### config.mk
export PLATFORM = sky130hd
export DESIGN_NAME = eeprom_cycle_timer
export DESIGN_NICKNAME = d
export VERILOG_FILES = /design/src/eeprom_timer_pkg.sv /design/src/eeprom_cycle_timer.sv /design/src/step_prescaler.sv
export SDC_FILE = /design/constraint.sdc
export NUM_CORES = 1
export LEC_CHECK = 0
export BUFFER_PORTS_ARGS = -buffer_cell sky130_fd_sc_hd__buf_2
export CAP_MARGIN = 20
export CORE_MARGIN = 5
export CORE_UTILIZATION = 55
export DETAILED_ROUTE_END_ITERATION = 12
export GPL_TIMING_DRIVEN = 0
export PLACE_DENSITY_LB_ADDON = 0.08
export SYNTH_ARGS = -nofsm -noshare
export SYNTH_HDL_FRONTEND = slang
export SYNTH_HIERARCHICAL = 1
export SYNTH_SLANG_ARGS = --single-unit
### constraint.sdc
create_clock -name core_clk -period 3.66 [get_ports core_clk]
set_input_delay 0.183 -clock core_clk [delete_from_list [all_inputs] [get_ports core_clk]]
set_output_delay 0.183 -clock core_clk [all_outputs]
set_load 0.01 [all_outputs]
### src/eeprom_timer_pkg.sv
package eeprom_timer_pkg;

   // register offsets
   localparam logic [7:0] OFS_CTRL   = 8'h04;
   localparam logic [7:0] OFS_RELOAD = 8'h05;
   localparam logic [7:0] OFS_COUNT  = 8'h06;

   // control register field positions
   localparam int BIT_RUN      = 7;
   localparam int BIT_IRQ_EN   = 6;
   localparam int BIT_FLAG     = 5;
   localparam int BIT_PENDING  = 4;
   localparam int MODE_MSB     = 3;
   localparam int MODE_LSB     = 1;
   localparam int MODE_WIDTH   = 3;

   // mode select codes {mode_sel_bit3, mode_sel_bit2, mode_sel_bit1}
   localparam logic [2:0] MODE_WRITE_PAGE = 3'h2;
   localparam logic [2:0] MODE_ERASE_WRITE = 3'h4;
   localparam logic [2:0] MODE_ERASE_PAGE = 3'h7;

   // reset values
   localparam logic [7:0] CTRL_RESET   = 8'h00;
   localparam logic [7:0] RELOAD_RESET = 8'h00;
   localparam logic [7:0] COUNT_RESET  = 8'h00;
   localparam logic [7:0] RDATA_IDLE   = 8'h00;

   // timing: one counter step per prescale period of crystal clocks
   localparam int XTAL_PRESCALE = 480;
   localparam int INTERVAL_MS   = 5;

   // interval reload examples for common crystals, count minus one
   localparam logic [7:0] RELOAD_AT_3M58  = 8'h25;
   localparam logic [7:0] RELOAD_AT_10M74 = 8'h6f;

   typedef enum logic [1:0] {
      cyc_idle,
      cyc_erase,
      cyc_write
   } cyc_state_type;

endpackage

### src/eeprom_cycle_timer.sv
// Design decisions made here: the address-and-strobe port and the placing of the registers.
`timescale 1ns/100ps
`default_nettype none

module eeprom_cycle_timer #(
   parameter int PRESCALE = eeprom_timer_pkg::XTAL_PRESCALE
) (
   input  wire logic       core_clk,
   input  wire logic       sys_rst,
   input  wire logic [7:0] addr,
   input  wire logic [7:0] wdata,
   input  wire logic       wr_stb,
   input  wire logic       rd_stb,
   output var  logic [7:0] rdata,
   input  wire logic [3:0] latch_flags,
   input  wire logic       clk_stopped,
   input  wire logic       irq_in_service,
   input  wire logic       ext_irq_pending,
   input  wire logic       global_irq_enable,
   output var  logic       irq_req,
   output var  logic       irq_grant,
   output var  logic [3:0] erase_mask,
   output var  logic [3:0] write_mask,
   output var  logic       addr_advance,
   output var  logic       cycle_done
);

   localparam int RUN  = eeprom_timer_pkg::BIT_RUN;
   localparam int IEN  = eeprom_timer_pkg::BIT_IRQ_EN;
   localparam int FLG  = eeprom_timer_pkg::BIT_FLAG;
   localparam int PND  = eeprom_timer_pkg::BIT_PENDING;
   localparam int MMSB = eeprom_timer_pkg::MODE_MSB;
   localparam int MLSB = eeprom_timer_pkg::MODE_LSB;

   initial begin
      if (PRESCALE < 10) begin
         $error("eeprom_cycle_timer: PRESCALE must be at least 10");
      end
   end

   function automatic logic mode_starts_cycle(input logic [2:0] m);
      return (m == eeprom_timer_pkg::MODE_WRITE_PAGE) ||
             (m == eeprom_timer_pkg::MODE_ERASE_WRITE) ||
             (m == eeprom_timer_pkg::MODE_ERASE_PAGE);
   endfunction

   eeprom_timer_pkg::cyc_state_type state_ff;
   eeprom_timer_pkg::cyc_state_type nxt_state;

   logic       timer_run_ff;
   logic       timer_irq_enable_ff;
   logic       timer_flag_ff;
   logic [2:0] mode_ff;
   logic [7:0] reload_reg_ff;
   logic [7:0] down_counter_ff;
   logic [3:0] latch_ff;
   logic [7:0] rdata_ff;
   logic       irq_req_ff;
   logic       irq_grant_ff;
   logic [3:0] erase_mask_ff;
   logic [3:0] write_mask_ff;
   logic       addr_advance_ff;
   logic       cycle_done_ff;

   logic       ctrl_wr;
   logic       reload_wr;
   logic       busy;
   logic       start_cycle;
   logic       run_rise;
   logic       counting;
   logic       tick;
   logic       underflow;
   logic       end_cycle;
   logic       flag_hw_set;

   assign ctrl_wr     = wr_stb && (addr == eeprom_timer_pkg::OFS_CTRL);
   assign reload_wr   = wr_stb && (addr == eeprom_timer_pkg::OFS_RELOAD);
   assign busy        = (state_ff != eeprom_timer_pkg::cyc_idle);
   assign start_cycle = ctrl_wr && wdata[PND] && !busy && mode_starts_cycle(wdata[MMSB:MLSB]);
   assign run_rise    = ctrl_wr && wdata[RUN] && !timer_run_ff;
   assign counting    = timer_run_ff || busy;

   // prescaler freezes with the oscillator, runs on through idle mode
   step_prescaler #(
      .DIV (PRESCALE)
   ) u_prescaler (
      .core_clk (core_clk),
      .sys_rst  (sys_rst),
      .enable   (counting && !clk_stopped),
      .restart  (start_cycle || run_rise),
      .tick     (tick)
   );

   assign underflow   = tick && counting && (down_counter_ff == 8'h00);
   assign end_cycle   = underflow && busy &&
                        !((state_ff == eeprom_timer_pkg::cyc_erase) &&
                          (mode_ff == eeprom_timer_pkg::MODE_ERASE_WRITE));
   assign flag_hw_set = underflow && (!busy || end_cycle);

   always_comb begin
      nxt_state = state_ff;
      unique case (state_ff)
         eeprom_timer_pkg::cyc_idle: begin
            if (start_cycle) begin
               nxt_state = (wdata[MMSB:MLSB] == eeprom_timer_pkg::MODE_WRITE_PAGE) ?
                           eeprom_timer_pkg::cyc_write : eeprom_timer_pkg::cyc_erase;
            end
         end
         eeprom_timer_pkg::cyc_erase: begin
            if (underflow) begin
               nxt_state = (mode_ff == eeprom_timer_pkg::MODE_ERASE_WRITE) ?
                           eeprom_timer_pkg::cyc_write : eeprom_timer_pkg::cyc_idle;
            end
         end
         eeprom_timer_pkg::cyc_write: begin
            if (underflow) begin
               nxt_state = eeprom_timer_pkg::cyc_idle;
            end
         end
         default: begin
            nxt_state = eeprom_timer_pkg::cyc_idle;
         end
      endcase
   end

   always_ff @(posedge core_clk) begin
      if (sys_rst) begin
         state_ff <= eeprom_timer_pkg::cyc_idle;
      end else begin
         state_ff <= nxt_state;
      end
   end

   // control bits
   always_ff @(posedge core_clk) begin
      if (sys_rst) begin
         timer_run_ff        <= eeprom_timer_pkg::CTRL_RESET[RUN];
         timer_irq_enable_ff <= eeprom_timer_pkg::CTRL_RESET[IEN];
      end else if (ctrl_wr) begin
         timer_run_ff        <= wdata[RUN];
         timer_irq_enable_ff <= wdata[IEN];
      end
   end

   // mode bits lock while a cycle runs and clear at its end
   always_ff @(posedge core_clk) begin
      if (sys_rst) begin
         mode_ff <= eeprom_timer_pkg::CTRL_RESET[MMSB:MLSB];
      end else if (end_cycle) begin
         mode_ff <= eeprom_timer_pkg::CTRL_RESET[MMSB:MLSB];
      end else if (ctrl_wr && !busy) begin
         mode_ff <= wdata[MMSB:MLSB];
      end
   end

   // hardware set wins over a software clear in the same cycle
   always_ff @(posedge core_clk) begin
      if (sys_rst) begin
         timer_flag_ff <= eeprom_timer_pkg::CTRL_RESET[FLG];
      end else if (flag_hw_set) begin
         timer_flag_ff <= 1'b1;
      end else if (ctrl_wr) begin
         timer_flag_ff <= wdata[FLG];
      end
   end

   always_ff @(posedge core_clk) begin
      if (sys_rst) begin
         reload_reg_ff <= eeprom_timer_pkg::RELOAD_RESET;
      end else if (reload_wr) begin
         reload_reg_ff <= wdata;
      end
   end

   always_ff @(posedge core_clk) begin
      if (sys_rst) begin
         down_counter_ff <= eeprom_timer_pkg::COUNT_RESET;
      end else if (start_cycle || run_rise) begin
         down_counter_ff <= reload_reg_ff;
      end else if (underflow && !end_cycle) begin
         down_counter_ff <= reload_reg_ff;
      end else if (tick && counting && (down_counter_ff != 8'h00)) begin
         down_counter_ff <= down_counter_ff - 8'h01;
      end
   end

   always_ff @(posedge core_clk) begin
      if (sys_rst) begin
         latch_ff <= 4'h0;
      end else if (start_cycle) begin
         latch_ff <= latch_flags;
      end
   end

   // page strobes: only flagged bytes are touched in each phase
   always_ff @(posedge core_clk) begin
      if (sys_rst) begin
         erase_mask_ff <= 4'h0;
         write_mask_ff <= 4'h0;
      end else begin
         erase_mask_ff <= (nxt_state == eeprom_timer_pkg::cyc_erase) ?
                          (start_cycle ? latch_flags : latch_ff) : 4'h0;
         write_mask_ff <= (nxt_state == eeprom_timer_pkg::cyc_write) ?
                          (start_cycle ? latch_flags : latch_ff) : 4'h0;
      end
   end

   always_ff @(posedge core_clk) begin
      if (sys_rst) begin
         addr_advance_ff <= 1'b0;
         cycle_done_ff   <= 1'b0;
      end else begin
         addr_advance_ff <= end_cycle && (mode_ff != eeprom_timer_pkg::MODE_ERASE_PAGE);
         cycle_done_ff   <= end_cycle;
      end
   end

   always_ff @(posedge core_clk) begin
      if (sys_rst) begin
         irq_req_ff   <= 1'b0;
         irq_grant_ff <= 1'b0;
      end else begin
         irq_req_ff   <= timer_flag_ff;
         irq_grant_ff <= timer_flag_ff && timer_irq_enable_ff && global_irq_enable &&
                         !irq_in_service && !ext_irq_pending;
      end
   end

   // reads have no side effect on the count
   always_ff @(posedge core_clk) begin
      if (sys_rst) begin
         rdata_ff <= eeprom_timer_pkg::RDATA_IDLE;
      end else if (rd_stb) begin
         unique case (addr)
            eeprom_timer_pkg::OFS_CTRL:
               rdata_ff <= {timer_run_ff, timer_irq_enable_ff, timer_flag_ff, busy, mode_ff, 1'b0};
            eeprom_timer_pkg::OFS_RELOAD:
               rdata_ff <= reload_reg_ff;
            eeprom_timer_pkg::OFS_COUNT:
               rdata_ff <= down_counter_ff;
            default:
               rdata_ff <= eeprom_timer_pkg::RDATA_IDLE;
         endcase
      end else begin
         rdata_ff <= eeprom_timer_pkg::RDATA_IDLE;
      end
   end

   assign rdata        = rdata_ff;
   assign irq_req      = irq_req_ff;
   assign irq_grant    = irq_grant_ff;
   assign erase_mask   = erase_mask_ff;
   assign write_mask   = write_mask_ff;
   assign addr_advance = addr_advance_ff;
   assign cycle_done   = cycle_done_ff;
endmodule

`default_nettype wire

### src/step_prescaler.sv
`timescale 1ns/100ps
`default_nettype none

module step_prescaler #(
   parameter int DIV = 480
) (
   input  wire logic core_clk,
   input  wire logic sys_rst,
   input  wire logic enable,
   input  wire logic restart,
   output var  logic tick
);

   localparam int CW = $clog2(DIV);
   localparam logic [CW-1:0] LAST = CW'(DIV - 1);

   logic [CW-1:0] phase_ff;

   initial begin
      if (DIV < 10) begin
         $error("step_prescaler: DIV must be at least 10");
      end
   end

   // restart aligns the first step to a full period; freezes while disabled
   always_ff @(posedge core_clk) begin
      if (sys_rst || restart) begin
         phase_ff <= '0;
      end else if (enable) begin
         phase_ff <= (phase_ff == LAST) ? '0 : phase_ff + CW'(1);
      end
   end

   // step lands on the wrap edge itself, so a stopped clock can never let a late step through
   assign tick = enable && (phase_ff == LAST);
endmodule

`default_nettype wire
==> metrics.md, run 1 <==
| Metric | Value |
|---|---|
| Run status | finished, final reports clean |
| Worst IR Drop VDD | 0.291 mV |
| Vias post-DR | between 2000 and 2500 |
| Worst-case clock buffer depth | 2 |
| FF-to-FF Start | state_ff[0] |
| Commonest non-fill, non-tap cell in the layout | dfxtp_1 |
| Die height | 79.5 um |
| Final hold vios | 0 |
| Die ar. | approximately 0.0063 sq mm |
| Worst min path class | primary input to flop |
| Post-CTS resize count | 0 |
| CTS H-tree lvls | 3 |
| Core area | 0.00472 sq mm |
| Worst-path fanout max | 10 |
| Area after DPL | 0.00298 sq mm |
| Main synth FF type | dfxtp_1 |
| Initial Util | 0.563 |
| First-pass GRT wire length | between 9000 and 10000 um |
| Worst Hold Launch | wdata[6] |
| Hold Path Depth | 3 |
| Critical Path AT | approximately 3400 ps |
| R2r endpoint | write_mask[3] |
| Detailed placement HPWL | approximately 4400 um |
| Cts bufs inserted | 9 |
| Worst setup EP type | flop |
| WS Path Type | flop to flop |
| Detailed router's first-iteration violation count | 90 |
| Leak pwr | approximately 1.2 nW |
| DR WL/cell | ~13 um |
| Fillers | just under 400 |
| Final setup vio count | 0 |
| Total track usage | 0.200 |
| RePlAce Congestion | just under 0.8 |
| Period utilization | 0.866 |
| Worst Reg-to-Reg Cells | 12 |
| # clock sinks | 57 |
| Setup bufs post-CTS | 0 |
| Antenna diode count | 0 |
| Fmax | 315 MHz |
| Die X | about 80 um |
| Final nets | roughly 390 |
| Slew margin rel. | 0.439 |
| CP Launch Type | flop |
| Initial antenna violation count | 0 |
| Sequential area share after synthesis | 0.429 |
| RSZ-0062 raised after global routing | false |
| Drt total wl | a little under 6000 um |
| Row Count | 25 |
| Synth warnings | 6 |
| Largest net degree at the start of global routing | 12 |
| Setup tns final | 0 ps |
| Gr ovfl total | 0 |
| Routed Antenna Nets | 0 |
| Vias in the first global route | between 2000 and 2500 |
| Worst skew pair latency | between 300 and 400 ps |
| Final min period | between 3000 and 4000 ps |
| Synth cell types | 52 |
| Share of layout cells above drive strength 1 | 0.238 |
| CTS tree | done |
| Most frequent cells in the layout | dfxtp_1 (57), buf_2 (48), nor2_1 (39), a21oi_1 (31), nand2_1 (29) |
| EDFF count, synth | 0 |
| Syn Nets | 330 |
| Post-synth ARST share | 0 |
| Worst Skew | about 8.8 ps |
| Max Cap Violations | 0 |
| Area grow syn2layout | 19.4% |
| Cell Area, Synth | ~0.0027 sq mm |
| Synth top area cells | dfxtp_1 (43%), mux2i_1 (8.3%), a21oi_1 (5.8%) |
| Reg2Reg Setup Slack | about 490 ps |
| DRT Pass-1 Iters | 4 |
| # IOs | 48 |
| IO Port Bufs | 47 |
| Synth area leader | dfxtp_1 |
| Number of synthesized register bits | 57 |
| Final instance area | between 0.003 and 0.004 sq mm |
| Residual DRC count | 0 |
| PwrDens | approximately 390 mW/mm^2 |
| Hold Buf Count CTS | 0 |
| Worst-margin pin slew | 835 ps |
| Post-Route Utilization | 0.672 |
| Worst hold slack | between 90 and 100 ps |
| Share of the synthesized area in the top cell type | 0.429 |
| Clock root cell | clkbuf_8 |
| WP data required | around 3900 ps |
| Clock transition at path regs | 70 ps |
| Mapped Cells | roughly 300 |
| Syn Area/Cell | approximately 9 sq um |
| Hold EP | reload_reg_ff[6] |
| Vias/cell | between 5 and 6 |
| Fin. max-slew vios | 0 |
-- cells by family after synthesis --
group                    count (synthesis)  share of synthesized area
buffers and inverters                   22                     0.0372
adder cells (fa/ha/maj)                  3                     0.0141
flip-flops                              57                      0.429
multiplexers                            22                     0.0828
XOR/XNOR                                 9                     0.0296
AND/OR/NAND/NOR                        122                      0.245
AO/OA/AOI/OAI                           64                      0.162
-- Yosys cell counts, types with 2 or more instances --
cell type  count
dfxtp_1       57
nor2_1        39
a21oi_1       31
nand2_1       29
mux2i_1       22
nand3_1        9
clkbuf_1       8
inv_1          8
a211oi_2       7
nor2b_1        6
nor3_1         6
xnor2_1        5
nand4_1        4
o21ai_0        4
o22ai_1        4
o32ai_1        4
xor2_1         4
ha_1           3
nor3b_1        3
o31ai_1        3
or3b_2         3
or4_1          3
a21boi_1       2
and2_1         2
and4_1         2
buf_4          2
nand3b_1       2
nand4_2        2
o211ai_1       2
-- worst max path at each step --
stage	slack [ps]	from	to	cells past startpoint
final	490	state_ff[0]	write_mask[3]	12
after global routing	210	state_ff[0]	write_mask[3]	12
after CTS	490	state_ff[0]	write_mask[2]	12
after detailed placement	510	state_ff[0]	write_mask[2]	12
after global placement	530	state_ff[0]	write_mask[2]	12
after floorplan	1080	state_ff[0]	write_mask[0]	12
-- through the flow --
step	cells	total power [mW]	worst slack, ps
final	429	1.24	489
after global routing	429	1.30	206
after CTS	429	1.26	489
after detailed placement	413	0.686	505
after global placement	413	0.685	526
after floorplan	299	0.661	1080
-- registers in the layout (all words and copies together), names as in the netlist, 2 cells and up --
signal	count
u_prescaler/phase_ff	9
down_counter_ff	8
rdata	8
reload_reg_ff	8
erase_mask	4
latch_ff	4
write_mask	4
mode_ff	3
state_ff	2
-- layer usage --
metal	up-vias	wire length, um	track usage	share of wire
met5	-	0	0	0
met3	5	226	0.0576	0.039
li1	1188	-	-	-
met4	0	50	0.0687	0.0087
met1	1035	2740	0.261	0.48
met2	45	2750	0.316	0.48
-- report_power, final --
| part | leakage (nW) | internal (mW) | switching (mW) | total, mW |
|---|---|---|---|---|
| Clock | 0.0847 | 0.315 | 0.255 | 0.570 |
| Sequential | 0.459 | 0.620 | 0.000355 | 0.621 |
| Combinational | 0.705 | 0.0209 | 0.0308 | 0.0517 |
-- critical path, cell delays in order, from the launching register on --
cell      delay [ps]
dfxtp_1          310
clkbuf_1         260
nor3_1            90
nor2_1           100
buf_4            150
nand4_2           90
buf_6            150
nor3_1           270
o31ai_1          260
nor3b_2          380
mux2i_1          480
nor2b_1          340
o32ai_1          140
-- layout make-up --
cell class	count	area, sq um	area share
clock inverter	6	68.8	0.0217
inverter	9	33.8	0.0106
timing repair buffer	47	235	0.0741
multi-input combinational	220	1420	0.447
sequential	57	1140	0.359
tap	67	83.8	0.0264
clock buffer	10	128	0.0402
buffer	13	65.1	0.0205
(Power assumes the default switching activity.)
==> inputs of run 2 (changes only) <==
--- a/config.mk
+++ b/config.mk
@@ -5,13 +5,15 @@
 export SDC_FILE = /design/constraint.sdc
 export NUM_CORES = 1
 export LEC_CHECK = 0
+export ABC_AREA = 1
 export BUFFER_PORTS_ARGS = -buffer_cell sky130_fd_sc_hd__buf_2
 export CAP_MARGIN = 20
 export CORE_MARGIN = 5
-export CORE_UTILIZATION = 55
+export CORE_UTILIZATION = 58
+export CTS_BUF_LIST = sky130_fd_sc_hd__clkbuf_4
 export DETAILED_ROUTE_END_ITERATION = 12
 export GPL_TIMING_DRIVEN = 0
-export PLACE_DENSITY_LB_ADDON = 0.08
+export PLACE_DENSITY = 0.89
 export SYNTH_ARGS = -nofsm -noshare
 export SYNTH_HDL_FRONTEND = slang
 export SYNTH_HIERARCHICAL = 1
==> run 2 against run 1 <==
Sequential cell count stayed put; area after synthesis rose by 5.8%; sequential share of layout area shrank 1.2 points; setup slack gained 1100 ps; first-iteration DRC count rose by 100%; register-to-register slack improved by 1100 ps; core utilization increased by 2.2 points; die area is 0.28% higher; non-clock buffer count down 5; hold slack lost 52 ps; combinational power shrank 12%; count of clock-buffer cells in the layout fell by 1; critical path type unchanged.
==> metrics.md, run 2 <==
| Metric | Value |
|---|---|
| Fmax | 473 MHz (+50%) |
| WS Path Type | flop to flop |
| Routed Antenna Nets | 0 (unchanged) |
| Post-synth ARST share | 0 (unchanged) |
| Detailed placement HPWL | 4920 um (+12%) |
| Synth top area cells | dfxtp_1 (41%), nand2_1 (12%), nor2_1 (9.2%) |
| Worst-margin pin slew | 498 ps (-337 ps) |
| Final min period | 2110 ps (-1060 ps) |
| Final instance area | 0.00328 sq mm (+3.3%) |
| Initial antenna violation count | 0 (unchanged) |
| Core area | 0.00472 sq mm (unchanged) |
| Final nets | 490 (+26%) |
| Drt total wl | 6530 um (+13%) |
| Period utilization | 0.577 (-0.289) |
| Synth cell count leaders | nand2_1 (91), nor2_1 (69), inv_1 (61) |
| Residual DRC count | 0 (unchanged) |
| Max reg flops | 9 (unchanged) |
| Hold Path Depth | 3 (unchanged) |
| EDFF count, synth | 0 (unchanged) |
| Vias in the first global route | 2610 (+22%) |
| Worst IR Drop VDD | 0.255 mV (-12%) |
| Most frequent cell after synthesis | nand2_1 |
| DR WL/cell | 12.3 um (-8.3%) |
| CP Launch Type | flop |
| Die height | 79.6 um (+0.14%) |
| RePlAce Congestion | 0.891 (+12%) |
| Worst skew pair latency | 400 ps (+60 ps) |
| Final setup vio count | 0 (unchanged) |
| Cts bufs inserted | 9 (unchanged) |
| Worst Reg-to-Reg Cells | 14 (+2) |
| Synth cell types | 34 (-35%) |
| Clock transition at path regs | 90 ps (+20 ps) |
| Cell Area, Synth | 0.00281 sq mm (+5.8%) |
| First-pass GRT wire length | 11200 um (+13%) |
| Vias post-DR | 2757 (+21%) |
| Area grow syn2layout | 16.6% |
| Dpl cells | 512 (+24%) |
| Worst-case clock buffer depth | 2 (unchanged) |
| Vias/cell | 5.20 (-1.8%) |
| Worst setup EP type | flop |
| Synth area leader | dfxtp_1 |
| Worst hold slack | 46.7 ps (-52.1 ps) |
| Number of synthesized register bits | 57 (unchanged) |
| # clock sinks | 57 (unchanged) |
| Post-CTS resize count | 0 (unchanged) |
| Total track usage | 0.225 (+0.0248) |
| Worst-path fanout max | 8 (-2) |
| IO Port Bufs | 47 (unchanged) |
| PwrDens | 329 mW/mm^2 (-16%) |
| CTS tree | done |
| Share of layout cells above drive strength 1 | 0.194 (-0.0432) |
| Die ar. | 0.00634 sq mm (+0.28%) |
| Run status | finished, final reports clean |
| Non-filler cells, final | 530 (+24%) |
| Mapped Cells | 398 (+33%) |
| Die X | 79.6 um (+0.14%) |
| RSZ-0062 raised after global routing | false |
| Commonest non-fill, non-tap cell in the layout | nand2_1 |
| Setup bufs post-CTS | 0 (unchanged) |
| Top reg by flops | u_prescaler/phase_ff |
| Antenna diode count | 0 (unchanged) |
| Clock root cell | clkbuf_4 |
| Max Cap Violations | 0 (unchanged) |
| Fin. max-slew vios | 0 (unchanged) |
| Final hold vios | 0 (unchanged) |
| Worst min path class | primary input to flop |
| CTS H-tree lvls | 3 (unchanged) |
| # IOs | 48 (unchanged) |
| Initial Util | 0.595 (+0.0326) |
| Main synth FF type | dfxtp_1 |
| Share of the synthesized area in the top cell type | 0.406 (-0.0235) |
| DRT Pass-1 Iters | 5 (+1) |
| Fillers | 375 (-2.6%) |
| Setup tns final | 0 ps (unchanged) |
| Gr ovfl total | 0 (unchanged) |
| Critical Path AT | 2400 ps (-960 ps) |
| Synth warnings | 6 (unchanged) |
| Syn Nets | 429 (+30%) |
| Sequential area share after synthesis | 0.406 (-0.0235) |
| Area after DPL | 0.00313 sq mm (+5.2%) |
| Largest net degree at the start of global routing | 11 (-1) |
| Worst Skew | 13.1 ps (+4.27 ps) |
| Slew margin rel. | 0.668 (+0.230) |
| Detailed router's first-iteration violation count | 184 (+100%) |
| Syn Area/Cell | 7.07 sq um (-21%) |
| Leak pwr | 1.63 nW (+31%) |
| Most frequent cells in the layout | nand2_1 (91), nor2_1 (69), inv_1 (61), dfxtp_1 (57), buf_2 (48) |
| Row Count | 25 (unchanged) |
| WP data required | 3940 ps (+90 ps) |
run 2: cell count changes in the layout (fill, tap and decap cells not counted), sizes merged, moves of 11 or more:
cell / delta
nand3: +14
nor2: +37
nand2: +68
mux2i: -18
a21oi: -14
o21ai: +11
inv: +57
run 2: final timing paths:
kind,from,to,slack (ps)
min,latch_flags[1],erase_mask[1],50
max,state_ff[0],write_mask[0],1550
min reg2reg,timer_run_ff,timer_run_ff,470
max reg2reg,state_ff[0],write_mask[0],1550
run 2: layout make-up:
class                      count  area [sq um]  share of cell area
multi-input combinational    270          1390               0.424
inverter                      66           248              0.0755
sequential                    57          1140               0.348
clock inverter                 6          50.0              0.0153
tap                           67          83.8              0.0256
timing repair buffer          50           265              0.0809
buffer                         5          35.0              0.0107
clock buffer                   9          67.6              0.0206
run 2: metal layers:
metal	vias to the layer above	routed length, um	GRT usage
met5	-	0	0
met4	0	101	0.115
met3	16	565	0.0621
met2	113	3130	0.372
met1	1251	2740	0.265
li1	1377	-	-
run 2: kinds of logic after synthesis:
group                      Yosys count  share of synthesized area
adders and majority gates            3                     0.0133
buffers and inverters               71                      0.101
DFF                                 57                      0.406
and+or+nand+nor                    214                      0.358
AOI/OAI and AO/OA                   47                     0.0965
muxes                                4                     0.0196
xor gates and xnor gates             2                    0.00623
run 2: per-stage QoR:
step           total power, mW  setup slack (ps)  utilization
4_1_cts                   1.09              1570        0.694
6_report                  1.08              1550        0.694
2_1_floorplan            0.654              1900            -
3_3_place_gp             0.677              1620        0.663
3_5_place_dp             0.679              1580        0.663
5_1_grt                   1.13              1380        0.694
run 2: power by group:
part           leakage [nW]  internal [mW]  switching, mW  total (mW)
clock                0.0657          0.194          0.218       0.412
sequential            0.459          0.620       0.000279       0.620
combinational          1.11         0.0177         0.0280      0.0457
total                  1.63          0.832          0.246        1.08
run 2: timing repair:
action,CTS,global route
hold buffers,3,0
hold endpoints to repair,2,0
setup endpoints to repair,0,0
run 2: worst max-delay path, cell delays in order, from the launching register on:
cell and delay (ps):
dfxtp_1 410, nor2_2 100, a21oi_1 160, buf_6 150, nand2_1 50, nor2_1 80
nand3_1 100, inv_1 80, nand2_2 100, nor2_8 170, nand2_1 130, o21ai_0 90
o21ai_0 110, nand2_1 180, nor2_1 80
